[config.mk]
export PLATFORM = sky130hd
export DESIGN_NAME = bwdt_top
export DESIGN_NICKNAME = d
export VERILOG_FILES = /design/src/rtl/bwdt_pkg.sv /design/src/rtl/bwdt_limit.sv /design/src/rtl/bwdt_top.sv
export VERILOG_INCLUDE_DIRS = /design/src /design/src/rtl
export SDC_FILE = /design/constraint.sdc
export NUM_CORES = 1
export LEC_CHECK = 0
export BUFFER_PORTS_ARGS = -buffer_cell sky130_fd_sc_hd__buf_2
export CORE_AREA = 2 2 64 96
export CTS_CLUSTER_SIZE = 16
export DETAILED_ROUTE_END_ITERATION = 10
export DIE_AREA = 0 0 66 98
export GPL_TIMING_DRIVEN = 0
export PLACE_DENSITY = 0.64
export RECOVER_POWER = 50
export SKIP_LAST_GASP = 1
export SLEW_MARGIN = 20
export SYNTH_ARGS = -nofsm -noshare
export SYNTH_HDL_FRONTEND = slang
export SYNTH_SLANG_ARGS = --single-unit
[constraint.sdc]
create_clock -name clk -period 3.4 [get_ports clk]
set_input_delay 0.17 -clock clk [delete_from_list [all_inputs] [get_ports clk]]
set_output_delay 0.17 -clock clk [all_outputs]
set_load 0.03 [all_outputs]
[src/rtl/bwdt_defs.svh]
// constants for the board watchdog: jumper codes and timeout figures
// assumes a 100 MHz clock and synchronous jumper and bus inputs
`ifndef BWDT_DEFS_SVH
`define BWDT_DEFS_SVH

`define BWDT_CLK_MHZ 100
`define BWDT_TMO_LONG_MS 1200
`define BWDT_TMO_MID_MS 600
`define BWDT_TMO_SHORT_MS 150
`define BWDT_MS_CYCLES (`BWDT_CLK_MHZ * 1000)
`define BWDT_TMO_LONG_CYC (`BWDT_TMO_LONG_MS * `BWDT_MS_CYCLES)
`define BWDT_TMO_MID_CYC (`BWDT_TMO_MID_MS * `BWDT_MS_CYCLES)
`define BWDT_TMO_SHORT_CYC (`BWDT_TMO_SHORT_MS * `BWDT_MS_CYCLES)
`define BWDT_RST_PULSE_CYC 16
`define BWDT_SEL_LONG 2'h0
`define BWDT_SEL_MID 2'h1
`define BWDT_SEL_SHORT 2'h2
`define BWDT_MODE_HW 2'h0
`define BWDT_MODE_OFF 2'h1
`define BWDT_MODE_SW 2'h2

`endif

[src/rtl/bwdt_pkg.sv]
// types for the board watchdog
// assumes bwdt_defs.svh is on the include path
package bwdt_pkg;
  typedef enum logic [1:0] {
    BWDT_ST_IDLE = 2'b00,
    BWDT_ST_WATCH = 2'b01,
    BWDT_ST_RESET = 2'b10
  } bwdt_state_e;

  typedef struct packed {
    logic [1:0] mode;
    logic [1:0] tsel;
  } bwdt_jumper_s;
endpackage

[src/rtl/bwdt_limit.sv]
// timeout limit lookup for the board watchdog
// assumes the jumper code is stable and synchronous
`timescale 1ns/10ps
`include "bwdt_defs.svh"
module bwdt_limit #(
  parameter int CW = 28,
  parameter logic [CW-1:0] LIM_LONG = CW'(`BWDT_TMO_LONG_CYC),
  parameter logic [CW-1:0] LIM_MID = CW'(`BWDT_TMO_MID_CYC),
  parameter logic [CW-1:0] LIM_SHORT = CW'(`BWDT_TMO_SHORT_CYC)
) (
  // clock and reset
  input wire logic clk,
  input wire logic rst,
  // jumper code in, registered limit out
  input wire logic [1:0] tsel,
  output logic [CW-1:0] limit
);
  // decode of the timeout jumper
  wire logic [CW-1:0] limit_nxt;
  assign limit_nxt = (tsel == `BWDT_SEL_MID) ? LIM_MID :
                     (tsel == `BWDT_SEL_SHORT) ? LIM_SHORT : LIM_LONG;

  // registered lookup
  always_ff @(posedge clk or posedge rst) begin
    if (rst) limit <= LIM_LONG;
    else limit <= limit_nxt;
  end
endmodule

[src/rtl/bwdt_top.sv]
// board watchdog: restarts on bus latch activity or software access
// assumes jumpers, bus latch enable and access strobe are synchronous to clk
// Operation
// - three jumper modes: hardware, software, disabled
// - timeout jumper picks 1200, 600 or 150 ms
// - hardware mode resets board when bus latch stalls
// - software mode resets board without periodic access
`timescale 1ns/10ps
`include "bwdt_defs.svh"
module bwdt_top
  import bwdt_pkg::*;
#(
  parameter int CW = 28,
  parameter logic [CW-1:0] LIM_LONG = CW'(`BWDT_TMO_LONG_CYC),
  parameter logic [CW-1:0] LIM_MID = CW'(`BWDT_TMO_MID_CYC),
  parameter logic [CW-1:0] LIM_SHORT = CW'(`BWDT_TMO_SHORT_CYC),
  parameter int PULSE = `BWDT_RST_PULSE_CYC
) (
  // clock and reset
  input wire logic clk,
  input wire logic rst,
  // jumpers
  input wire logic [1:0] mode_select_jumper,
  input wire logic [1:0] timeout_select_jumper,
  // watched activity
  input wire logic bale,
  input wire logic sw_access,
  // board reset and state out
  output logic board_reset,
  output logic [1:0] wd_state
);
  // ****************************************
  // jumper decode and activity detection
  // ****************************************
  bwdt_jumper_s jmp;
  logic bale_r;
  logic [CW-1:0] cnt_r;
  logic [CW-1:0] cnt_nxt;
  logic [7:0] pul_r;
  bwdt_state_e st_r;
  bwdt_state_e st_nxt;
  logic [CW-1:0] limit;

  assign jmp = '{mode: mode_select_jumper, tsel: timeout_select_jumper};

  // jumper code compare shared by both supervision modes
  function automatic logic mode_is(input logic [1:0] code, input logic [1:0] want);
    return (code == want);
  endfunction

  // mode decode; code 3 and the disabled code both leave the watchdog idle
  wire logic mode_hw = mode_is(jmp.mode, `BWDT_MODE_HW);
  wire logic mode_sw = mode_is(jmp.mode, `BWDT_MODE_SW);
  wire logic mode_on = mode_hw | mode_sw;
  // any edge of the latch enable counts as toggling
  wire logic bale_edge = bale ^ bale_r;
  wire logic kick = (mode_hw & bale_edge) | (mode_sw & sw_access);
  wire logic expired = (cnt_r >= limit - CW'(1));

  // timeout limit from the second jumper
  bwdt_limit #(
    .CW(CW),
    .LIM_LONG(LIM_LONG),
    .LIM_MID(LIM_MID),
    .LIM_SHORT(LIM_SHORT)
  ) u_limit (
    .clk(clk),
    .rst(rst),
    .tsel(jmp.tsel),
    .limit(limit)
  );

  // ****************************************
  // supervision state machine
  // ****************************************
  // the count restarts on activity, runs out into a pulse, then idles a cycle
  // jumpers are levels; a change to disabled drops the count at once
  always_comb begin
    st_nxt = st_r;
    cnt_nxt = cnt_r;
    case (st_r)
      BWDT_ST_IDLE: begin
        cnt_nxt = '0;
        if (mode_on) st_nxt = BWDT_ST_WATCH;
      end
      BWDT_ST_WATCH: begin
        if (!mode_on) begin
          st_nxt = BWDT_ST_IDLE;
          cnt_nxt = '0;
        end else if (kick) begin
          cnt_nxt = '0;
        end else if (expired) begin
          st_nxt = BWDT_ST_RESET;
          cnt_nxt = '0;
        end else begin
          cnt_nxt = cnt_r + CW'(1);
        end
      end
      BWDT_ST_RESET: begin
        cnt_nxt = '0;
        if (pul_r == 8'(PULSE - 1)) st_nxt = BWDT_ST_IDLE;
      end
      default: begin
        st_nxt = BWDT_ST_IDLE;
        cnt_nxt = '0;
      end
    endcase
  end

  // state, counter and edge history
  always_ff @(posedge clk or posedge rst) begin
    if (rst) begin
      st_r <= BWDT_ST_IDLE;
      cnt_r <= '0;
      bale_r <= 1'b0;
    end else begin
      st_r <= st_nxt;
      cnt_r <= cnt_nxt;
      bale_r <= bale;
    end
  end

  // reset pulse length counter
  always_ff @(posedge clk or posedge rst) begin
    if (rst) pul_r <= 8'h00;
    else if (st_r == BWDT_ST_RESET) pul_r <= pul_r + 8'h01;
    else pul_r <= 8'h00;
  end

  // registered outputs
  always_ff @(posedge clk or posedge rst) begin
    if (rst) begin
      board_reset <= 1'b0;
      wd_state <= 2'h0;
    end else begin
      board_reset <= (st_nxt == BWDT_ST_RESET);
      wd_state <= st_nxt;
    end
  end

  // ****************************************
  // checks
  // ****************************************
  // pulse length seen on the output, for the width checks
  logic [7:0] pulse_seen_r;
  always_ff @(posedge clk or posedge rst) begin
    if (rst) pulse_seen_r <= 8'h00;
    else if (board_reset) pulse_seen_r <= pulse_seen_r + 8'h01;
    else pulse_seen_r <= 8'h00;
  end

  // disabled jumper: no reset pulse may start
  chk_off_no_reset: assert property (@(posedge clk) disable iff (rst)
    (!mode_on && st_r != BWDT_ST_RESET) |=> !board_reset)
    else $error("reset raised while watchdog disabled");

  // any qualifying activity restarts the count
  chk_kick_clears: assert property (@(posedge clk) disable iff (rst)
    (st_r == BWDT_ST_WATCH && mode_on && kick) |=> (cnt_r == '0))
    else $error("activity did not restart count");

  // bus latch edge restarts the count in hardware mode
  chk_hw_bale_kick: assert property (@(posedge clk) disable iff (rst)
    (st_r == BWDT_ST_WATCH && mode_hw && bale_edge) |=> (cnt_r == '0))
    else $error("bus latch edge did not restart count");

  // access strobe restarts the count in software mode
  chk_sw_kick: assert property (@(posedge clk) disable iff (rst)
    (st_r == BWDT_ST_WATCH && mode_sw && sw_access) |=> (cnt_r == '0))
    else $error("software access did not restart count");

  // quiet watch cycles advance the count by one
  chk_count_step: assert property (@(posedge clk) disable iff (rst)
    (st_r == BWDT_ST_WATCH && mode_on && !kick && !expired) |=>
      (cnt_r == $past(cnt_r) + CW'(1)))
    else $error("watch count did not advance");

  // last quiet cycle starts the pulse
  chk_expire_reset: assert property (@(posedge clk) disable iff (rst)
    (st_r == BWDT_ST_WATCH && mode_on && !kick && expired) |=> board_reset)
    else $error("timeout did not reset board");

  // pulse holds until its own counter ends
  chk_pulse_hold: assert property (@(posedge clk) disable iff (rst)
    (st_r == BWDT_ST_RESET && pul_r != 8'(PULSE - 1)) |=> board_reset)
    else $error("board reset pulse dropped early");

  // a finished pulse lasted exactly PULSE cycles
  chk_pulse_len: assert property (@(posedge clk) disable iff (rst)
    $fell(board_reset) |-> (pulse_seen_r == 8'(PULSE)))
    else $error("board reset pulse has wrong length");

  // a pulse never outgrows PULSE cycles
  chk_pulse_cap: assert property (@(posedge clk) disable iff (rst)
    (pulse_seen_r <= 8'(PULSE)))
    else $error("board reset pulse too long");

  // pulse end passes through idle before watching again
  chk_pulse_rearm: assert property (@(posedge clk) disable iff (rst)
    (st_r == BWDT_ST_RESET && pul_r == 8'(PULSE - 1)) |=> (wd_state == 2'(BWDT_ST_IDLE)))
    else $error("pulse did not return to idle");

  // no pulse before the full timeout
  chk_no_early: assert property (@(posedge clk) disable iff (rst)
    $rose(board_reset) |-> $past(cnt_r) >= limit - CW'(1))
    else $error("board reset before timeout");

  // outside a pulse, the disabled jumper forces idle on the next edge
  chk_off_idle: assert property (@(posedge clk) disable iff (rst)
    (!mode_on && st_r != BWDT_ST_RESET) |=> (wd_state == 2'(BWDT_ST_IDLE)))
    else $error("disabled watchdog left idle");

  // timeout jumper reaches the limit one edge later
  chk_limit_short: assert property (@(posedge clk) disable iff (rst)
    (st_r == BWDT_ST_WATCH && jmp.tsel == `BWDT_SEL_SHORT) |=> (limit == LIM_SHORT))
    else $error("short timeout not selected");
  chk_limit_mid: assert property (@(posedge clk) disable iff (rst)
    (st_r == BWDT_ST_WATCH && jmp.tsel == `BWDT_SEL_MID) |=> (limit == LIM_MID))
    else $error("middle timeout not selected");
  chk_limit_long: assert property (@(posedge clk) disable iff (rst)
    (st_r == BWDT_ST_WATCH && jmp.tsel != `BWDT_SEL_SHORT && jmp.tsel != `BWDT_SEL_MID) |=>
      (limit == LIM_LONG))
    else $error("long timeout not selected");
endmodule

# ---- After elaboration in Yosys (flattened, before gate mapping)
# Cells that the tools add are included.
dict set report op_classes {
  n_addsub 3
  n_reduce_logical 2
  magnitude_cmp 1
  eq_ne 7
  n_mux 13
  n_bitwise 5
}
# op n
set ops {}
lappend ops {{2-to-1 mux 28 bit} 5}
lappend ops {{adder 28 x 1 -> 28 bit, second input constant} 1}
lappend ops {{>= comparator 28 bit} 1}
lappend ops {{subtractor 28 x 1 -> 28 bit, second input constant} 1}
lappend ops {{2-to-1 mux 27 bit} 1}
lappend ops {{2-to-1 mux 2 bit} 5}
lappend ops {{adder 8 x 1 -> 8 bit, second input constant} 1}
lappend ops {{equality test 2 bit, second input constant} 4}
lappend ops {{equality test 8 x 4 -> 1 bit, second input constant} 1}
lappend ops {{2-to-1 mux 8 bit} 1}
lappend ops {{one-hot mux 2 bit (3 select lines)} 1}
lappend ops {{equality test 2 x 1 -> 1 bit, second input constant} 2}
lappend ops {{logical NOT 2 bit} 2}
lappend ops {{AND 1 bit} 2}
lappend ops {{bitwise OR 1 bit} 2}
lappend ops {{XOR 1 bit} 1}
dict set report word_totals {
  reg_bits 68
  out_inout_bits 3
  word_cells 37
}

# ---- Longest topological paths before layout
dict set report depth {
  word_depth 7
  depth_mapped 15
  mapped_depth_nobuf 13
}

# ---- By module
# A second synthesis with hierarchy kept.
dict set report unflattened {
  hier_cells 375
  hier_area_um2 3470.8
}
# mod area_each_um2 instances cells_each
set by_module_without_submodules {}
lappend by_module_without_submodules {bwdt_top 3075.4 1 336}
lappend by_module_without_submodules {bwdt_limit 395.4 1 39}

# ---- Least setup slack after synthesis
# OpenSTA, ideal clock, no wires.
dict set report synth_path {
  path_kind {register to register}
  startpoint {register u_limit.limit[22]}
  endpoint {register cnt_r[26]}
  path_slack_ns 0.389
  setup_time_ns 0.071
  path_stages_with_launch 15
  synth_period_minus_slack_ns 3.011
  arrival_time_ns 2.940
  path_cell_list {dfrtp_1 clkbuf_1 inv_1 ha_1 ha_1 o21ai_0 nor3_1 xnor2_1 ha_1 nand4_1 nor2_1 a221oi_1 nand4_4 buf_6 nor2_1}
}
dict set report synth_between {
  elab_chain_cells 6
}
# element line
set synth_lines {}
lappend synth_lines {{from (decl)} bwdt_limit.sv:16} ;# output logic [CW-1:0] limit
lappend synth_lines {{from (signal assigned)} bwdt_limit.sv:26} ;# else limit <= limit_nxt;
lappend synth_lines {{subtractor 28 x 1 -> 28 bit} bwdt_top.sv:58} ;# wire logic expired = (cnt_r >= limit - CW'(1));
lappend synth_lines {{>= comparator 28 bit} bwdt_top.sv:58}
lappend synth_lines {{2-to-1 mux 28 bit} bwdt_top.sv:92} ;# end else if (expired) begin
lappend synth_lines {{2-to-1 mux 28 bit} bwdt_top.sv:90} ;# end else if (kick) begin
lappend synth_lines {{2-to-1 mux 28 bit} bwdt_top.sv:87} ;# if (!mode_on) begin
lappend synth_lines {{2-to-1 mux 28 bit} bwdt_top.sv:81} ;# case (st_r)
lappend synth_lines {{via cnt_nxt[26]} bwdt_top.sv:38} ;# logic [CW-1:0] cnt_nxt;
lappend synth_lines {{to (signal assigned)} bwdt_top.sv:118} ;# cnt_r <= cnt_nxt;
lappend synth_lines {{to (decl)} bwdt_top.sv:37} ;# logic [CW-1:0] cnt_r;
# The timed path passes the listed nets, and every way through them passes these cells.

# ---- Worst setup path after layout
dict set report layout_path {
  startpoint {register u_limit.limit[22]}
  endpoint {register cnt_r[21]}
}
# The elaborated chain is that of the path after synthesis.

==> implementation parameters <==
Parameter                              Value

Run status
  Run status    completed

Worst setup path
  CP Launch Point    u_limit.limit[22]$_DFF_PP0_
  Crit path max fanout    10
  Arrival time of data at the critical path endpoint    3370 ps
  Count of cells along the worst register-to-register path    14
  Source of the worst register-to-register timing path    u_limit.limit[22]$_DFF_PP0_
  Kind of end point of the critical path    flip-flop
  RR Endpoint    cnt_r[21]$_DFF_PP0_
  Kind of cell with the highest combined delay on the critical path    simple AND/OR/NAND/NOR gates
  Crit start category    flip-flop
  Crit Path Category    reg2reg
  Library cell contributing the largest single delay on the critical path    sky130_fd_sc_hd__dfrtp_2
  Critical path, cell by cell    inv_1, ha_2, ha_4, o21ai_0, nor3_1, xnor2_1, ha_1, nand4_1, nor2_1, a221oi_2, buf_4, nand4_4, buf_8, nor2_1
  Destination of the critical timing path    cnt_r[21]$_DFF_PP0_
  Critical path buffer and inverter count    3
  Endpoint required time on the critical path    3630 ps
  Cell seen most often among critical-path stages    sky130_fd_sc_hd__nor2_1
  Largest stage delay, worst path    about 470 ps
  Worst setup slack for register-to-register paths    between 200 and 300 ps
  Path length in cells of the critical path    14

Route
  Count of unresolved DRC violations after routing    0
  Total number of vias    2167
  Post-route antenna net violation count    0
  DRC marker count from the first detailed-route iteration    61
  Drt first pass iters    4
  Post-DR wirelength/cell    about 14 um
  Routed WL    approximately 5.8 mm
  Detailed-route vias per instance    ~5.4

Floorplanning
  Vertical die dimension    about 98 um
  DIE AREA    0.00647 mm^2
  Site Rows    34
  Initial core utilization    0.505
  Chip width    ~66 um
  Number of top-level pins    11
  Core outline area    roughly 0.0057 mm^2

Synthesis
  Proportion of netlist area held by the largest area contributor    0.373
  Unique masters post-synth    39
  Post-synthesis instance area    between 0.002 and 0.003 mm^2
  Library cell with the largest summed area after synthesis    sky130_fd_sc_hd__dfrtp_1
  Total of flip-flops plus latches after synthesis    46
  Synth cell count leaders    sky130_fd_sc_hd__dfrtp_1, sky130_fd_sc_hd__nor2_1, sky130_fd_sc_hd__ha_1, sky130_fd_sc_hd__xnor2_1, sky130_fd_sc_hd__nand2_1
  Proportion of synthesized area in mux cells    0.00347
  Proportion of synthesized flip-flops having asynchronous set or reset    1.00
  Number of nets produced by synthesis    between 300 and 400
  Cell types with the largest area share after synthesis    sky130_fd_sc_hd__dfrtp_1, sky130_fd_sc_hd__ha_1, sky130_fd_sc_hd__xnor2_1
  Yosys warnings    0
  EDFF count, synth    0
  Xor/xnor cell area share of the yosys netlist    0.119
  Post-synthesis simple-gate area fraction    0.224
  Adder-cell share of the synthesized area    0.126
  Sequential-to-total area share from yosys stat    0.401
  Number of instances in the synthesized netlist    308
  Ys flop type    sky130_fd_sc_hd__dfrtp_1
  Synthesized-area fraction occupied by ao, oa, aoi and oai cells    0.0842
  Mean cell area of the mapped netlist    9.36 um^2
  Dominant combinational cell family by area after synthesis    simple AND/OR/NAND/NOR gates

Global route
  Remaining global-route overflow    0
  Overall fraction of global-route tracks in use    0.203
  Global routing met1 resource utilization    0.234
  Grt peak-use layer    met2
  Met2 routing resource usage after global routing    0.369
  Wire length of the first global-routing pass    ~10 mm
  Antenna violations before repair    0
  Pin count of the biggest net entering global routing    25
  M3 GR Usage    0.0334
  Vias in the first global route    ~2200

Placed design
  Dpl hpwl    between 4 and 5 mm
  Port bufs    10
  Number of placed instances, taps included    slightly below 400
  Placement-stage worst setup slack    -204 ps
  Area of placed instances    approximately 0.003 mm^2
  Routability-driven placement congestion ratio    around 0.87

STA
  Min Tclk post-route    between 3000 and 4000 ps
  Final slew viol count    0
  Worst Clk Skew    roughly 6.6 ps
  Final setup violation count    0
  Final worst path period share    0.923
  Fmax    roughly 320 MHz
  Hold violation count in the final report    0
  Worst Tran Pin Value    1330 ps
  Worst slew margin    0.115
  Worst-case setup margin in the final layout    between 200 and 300 ps
  RSZ-0062 raised after global routing    no

Power and ir drop
  Final total power    a little over 1000 uW
  Areal power density over the cells    320 mW/mm^2
  Static leakage    about 0.0014 uW
  Highest ir drop seen on vdd    0.000193 V

Clock tree
  Max Root-Sink Buffers    2
  Clock Root Buffer    sky130_fd_sc_hd__clkbuf_8
  Clk sinks    46
  Maximum level of the CTS H-tree    2
  Clock slew seen by the registers of the worst setup and hold paths    around 90 ps
  CTS Buf Count    5
  Clock latency on the worst-skew pair    around 300 ps
  TritonCTS clock tree    built

Flow run
  Max-cap violations    0

Final layout
  Area added between synthesis and finish    9.99%
  Final design area excluding fillers    approximately 0.0032 mm^2
  Layout cell share with drive strength beyond 1    0.106
  Fin util    0.556
  Count of non-filler cells in the finished layout    ~400
  Antenna Cells    0
  NumNets Final    roughly 370

Min path
  Worst min-delay path class    in2reg
-- cell usage in the layout (no fill, tap or decap), types with 5 or more instances in the layout --
cell type	synthesis	layout
sky130_fd_sc_hd__nand4_1	6	6
sky130_fd_sc_hd__xor2_1	10	10
sky130_fd_sc_hd__clkbuf_1	6	9
sky130_fd_sc_hd__buf_2	0	6
sky130_fd_sc_hd__ha_1	29	27
sky130_fd_sc_hd__nor2_1	43	43
sky130_fd_sc_hd__and3_1	8	8
sky130_fd_sc_hd__clkbuf_8	0	5
sky130_fd_sc_hd__a21oi_1	17	17
sky130_fd_sc_hd__nor3_1	16	15
sky130_fd_sc_hd__dfrtp_1	43	42
sky130_fd_sc_hd__nand3_1	15	15
sky130_fd_sc_hd__inv_1	18	18
sky130_fd_sc_hd__nand2_1	20	20
sky130_fd_sc_hd__xnor2_1	29	29
sky130_fd_sc_hd__o21ai_0	8	8
-- area by class of cell --
type	count	area, um^2
well taps	72	90.1
repair buffers	16	91.3
clock buffers	6	72.6
fillers	547	2530
multi-input cells	235	1630
flip-flops and latches	46	1160
plain buffers	6	48.8
inverters	18	67.6
clock inverters	2	13.8
-- power by group --
group | total, uW | internal (uW) | switching (uW)
Clock | 334 | 145 | 189
Combinational | 111 | 43.2 | 68.0
Sequential | 569 | 556 | 12.3
-- flip-flops by register name, summed over array words and instances, names as in the netlist --
signal	flops
cnt_r	28
wd_state	2
bale_r	1
u_limit.limit	6
pul_r	8
board_reset	1
-- cell families (layout without fill, tap and decap cells) --
family | Yosys count | count (layout)
AND/OR/NAND/NOR | 128 | 128
buffers and inverters | 27 | 48
XOR/XNOR | 39 | 39
AO/OA/AOI/OAI | 38 | 38
multiplexers | 1 | 1
flip-flops | 46 | 46
adder cells (fa/ha/maj) | 29 | 29
-- through the flow --
step                      hold slack (ps)  TNS, ps
after floorplan                       201        0
after detailed placement              225    -4080
final                                 134        0
after global routing                  152        0
after global placement                304    -4060
after CTS                             126        0
-- worst reg2reg max path: stages (launching register included) --
cell and delay, ps:
sky130_fd_sc_hd__dfrtp_2 470, sky130_fd_sc_hd__inv_1 140, sky130_fd_sc_hd__ha_2 260, sky130_fd_sc_hd__ha_4 180
sky130_fd_sc_hd__o21ai_0 130, sky130_fd_sc_hd__nor3_1 260, sky130_fd_sc_hd__xnor2_1 150, sky130_fd_sc_hd__ha_1 260
sky130_fd_sc_hd__nand4_1 150, sky130_fd_sc_hd__nor2_1 110, sky130_fd_sc_hd__a221oi_2 270, sky130_fd_sc_hd__buf_4 170
sky130_fd_sc_hd__nand4_4 190, sky130_fd_sc_hd__buf_8 220, sky130_fd_sc_hd__nor2_1 110
-- how the worst min path moves through the flow --
stage | end | depth (start not counted) | from | slack, ps
after floorplan | bale_r$_DFF_PP0_ | 0 | bale | 200
after global placement | bale_r$_DFF_PP0_ | 1 | bale | 300
after detailed placement | cnt_r[7]$_DFF_PP0_ | 2 | rst | 220
after CTS | wd_state[0]$_DFF_PP0_ | 4 | mode_select_jumper[0] | 130
after global routing | wd_state[0]$_DFF_PP0_ | 3 | mode_select_jumper[0] | 150
final | wd_state[0]$_DFF_PP0_ | 4 | mode_select_jumper[0] | 130
-- timing repair --
action	in CTS	in global routing
hold buffers	2	0
gates resized for setup	1	6
endpoints found under the hold margin	20	0
setup buffers	0	3
setup endpoints to repair	30	30
pin swaps	0	3
-- routing by layer --
metal / vias up / part of all wire
met1: 1032 / 0.42
li1: 1104 / -
met5: - / 0
met3: 9 / 0.016
met2: 22 / 0.55
met4: 0 / 0.019
(Power assumes the default switching activity.)
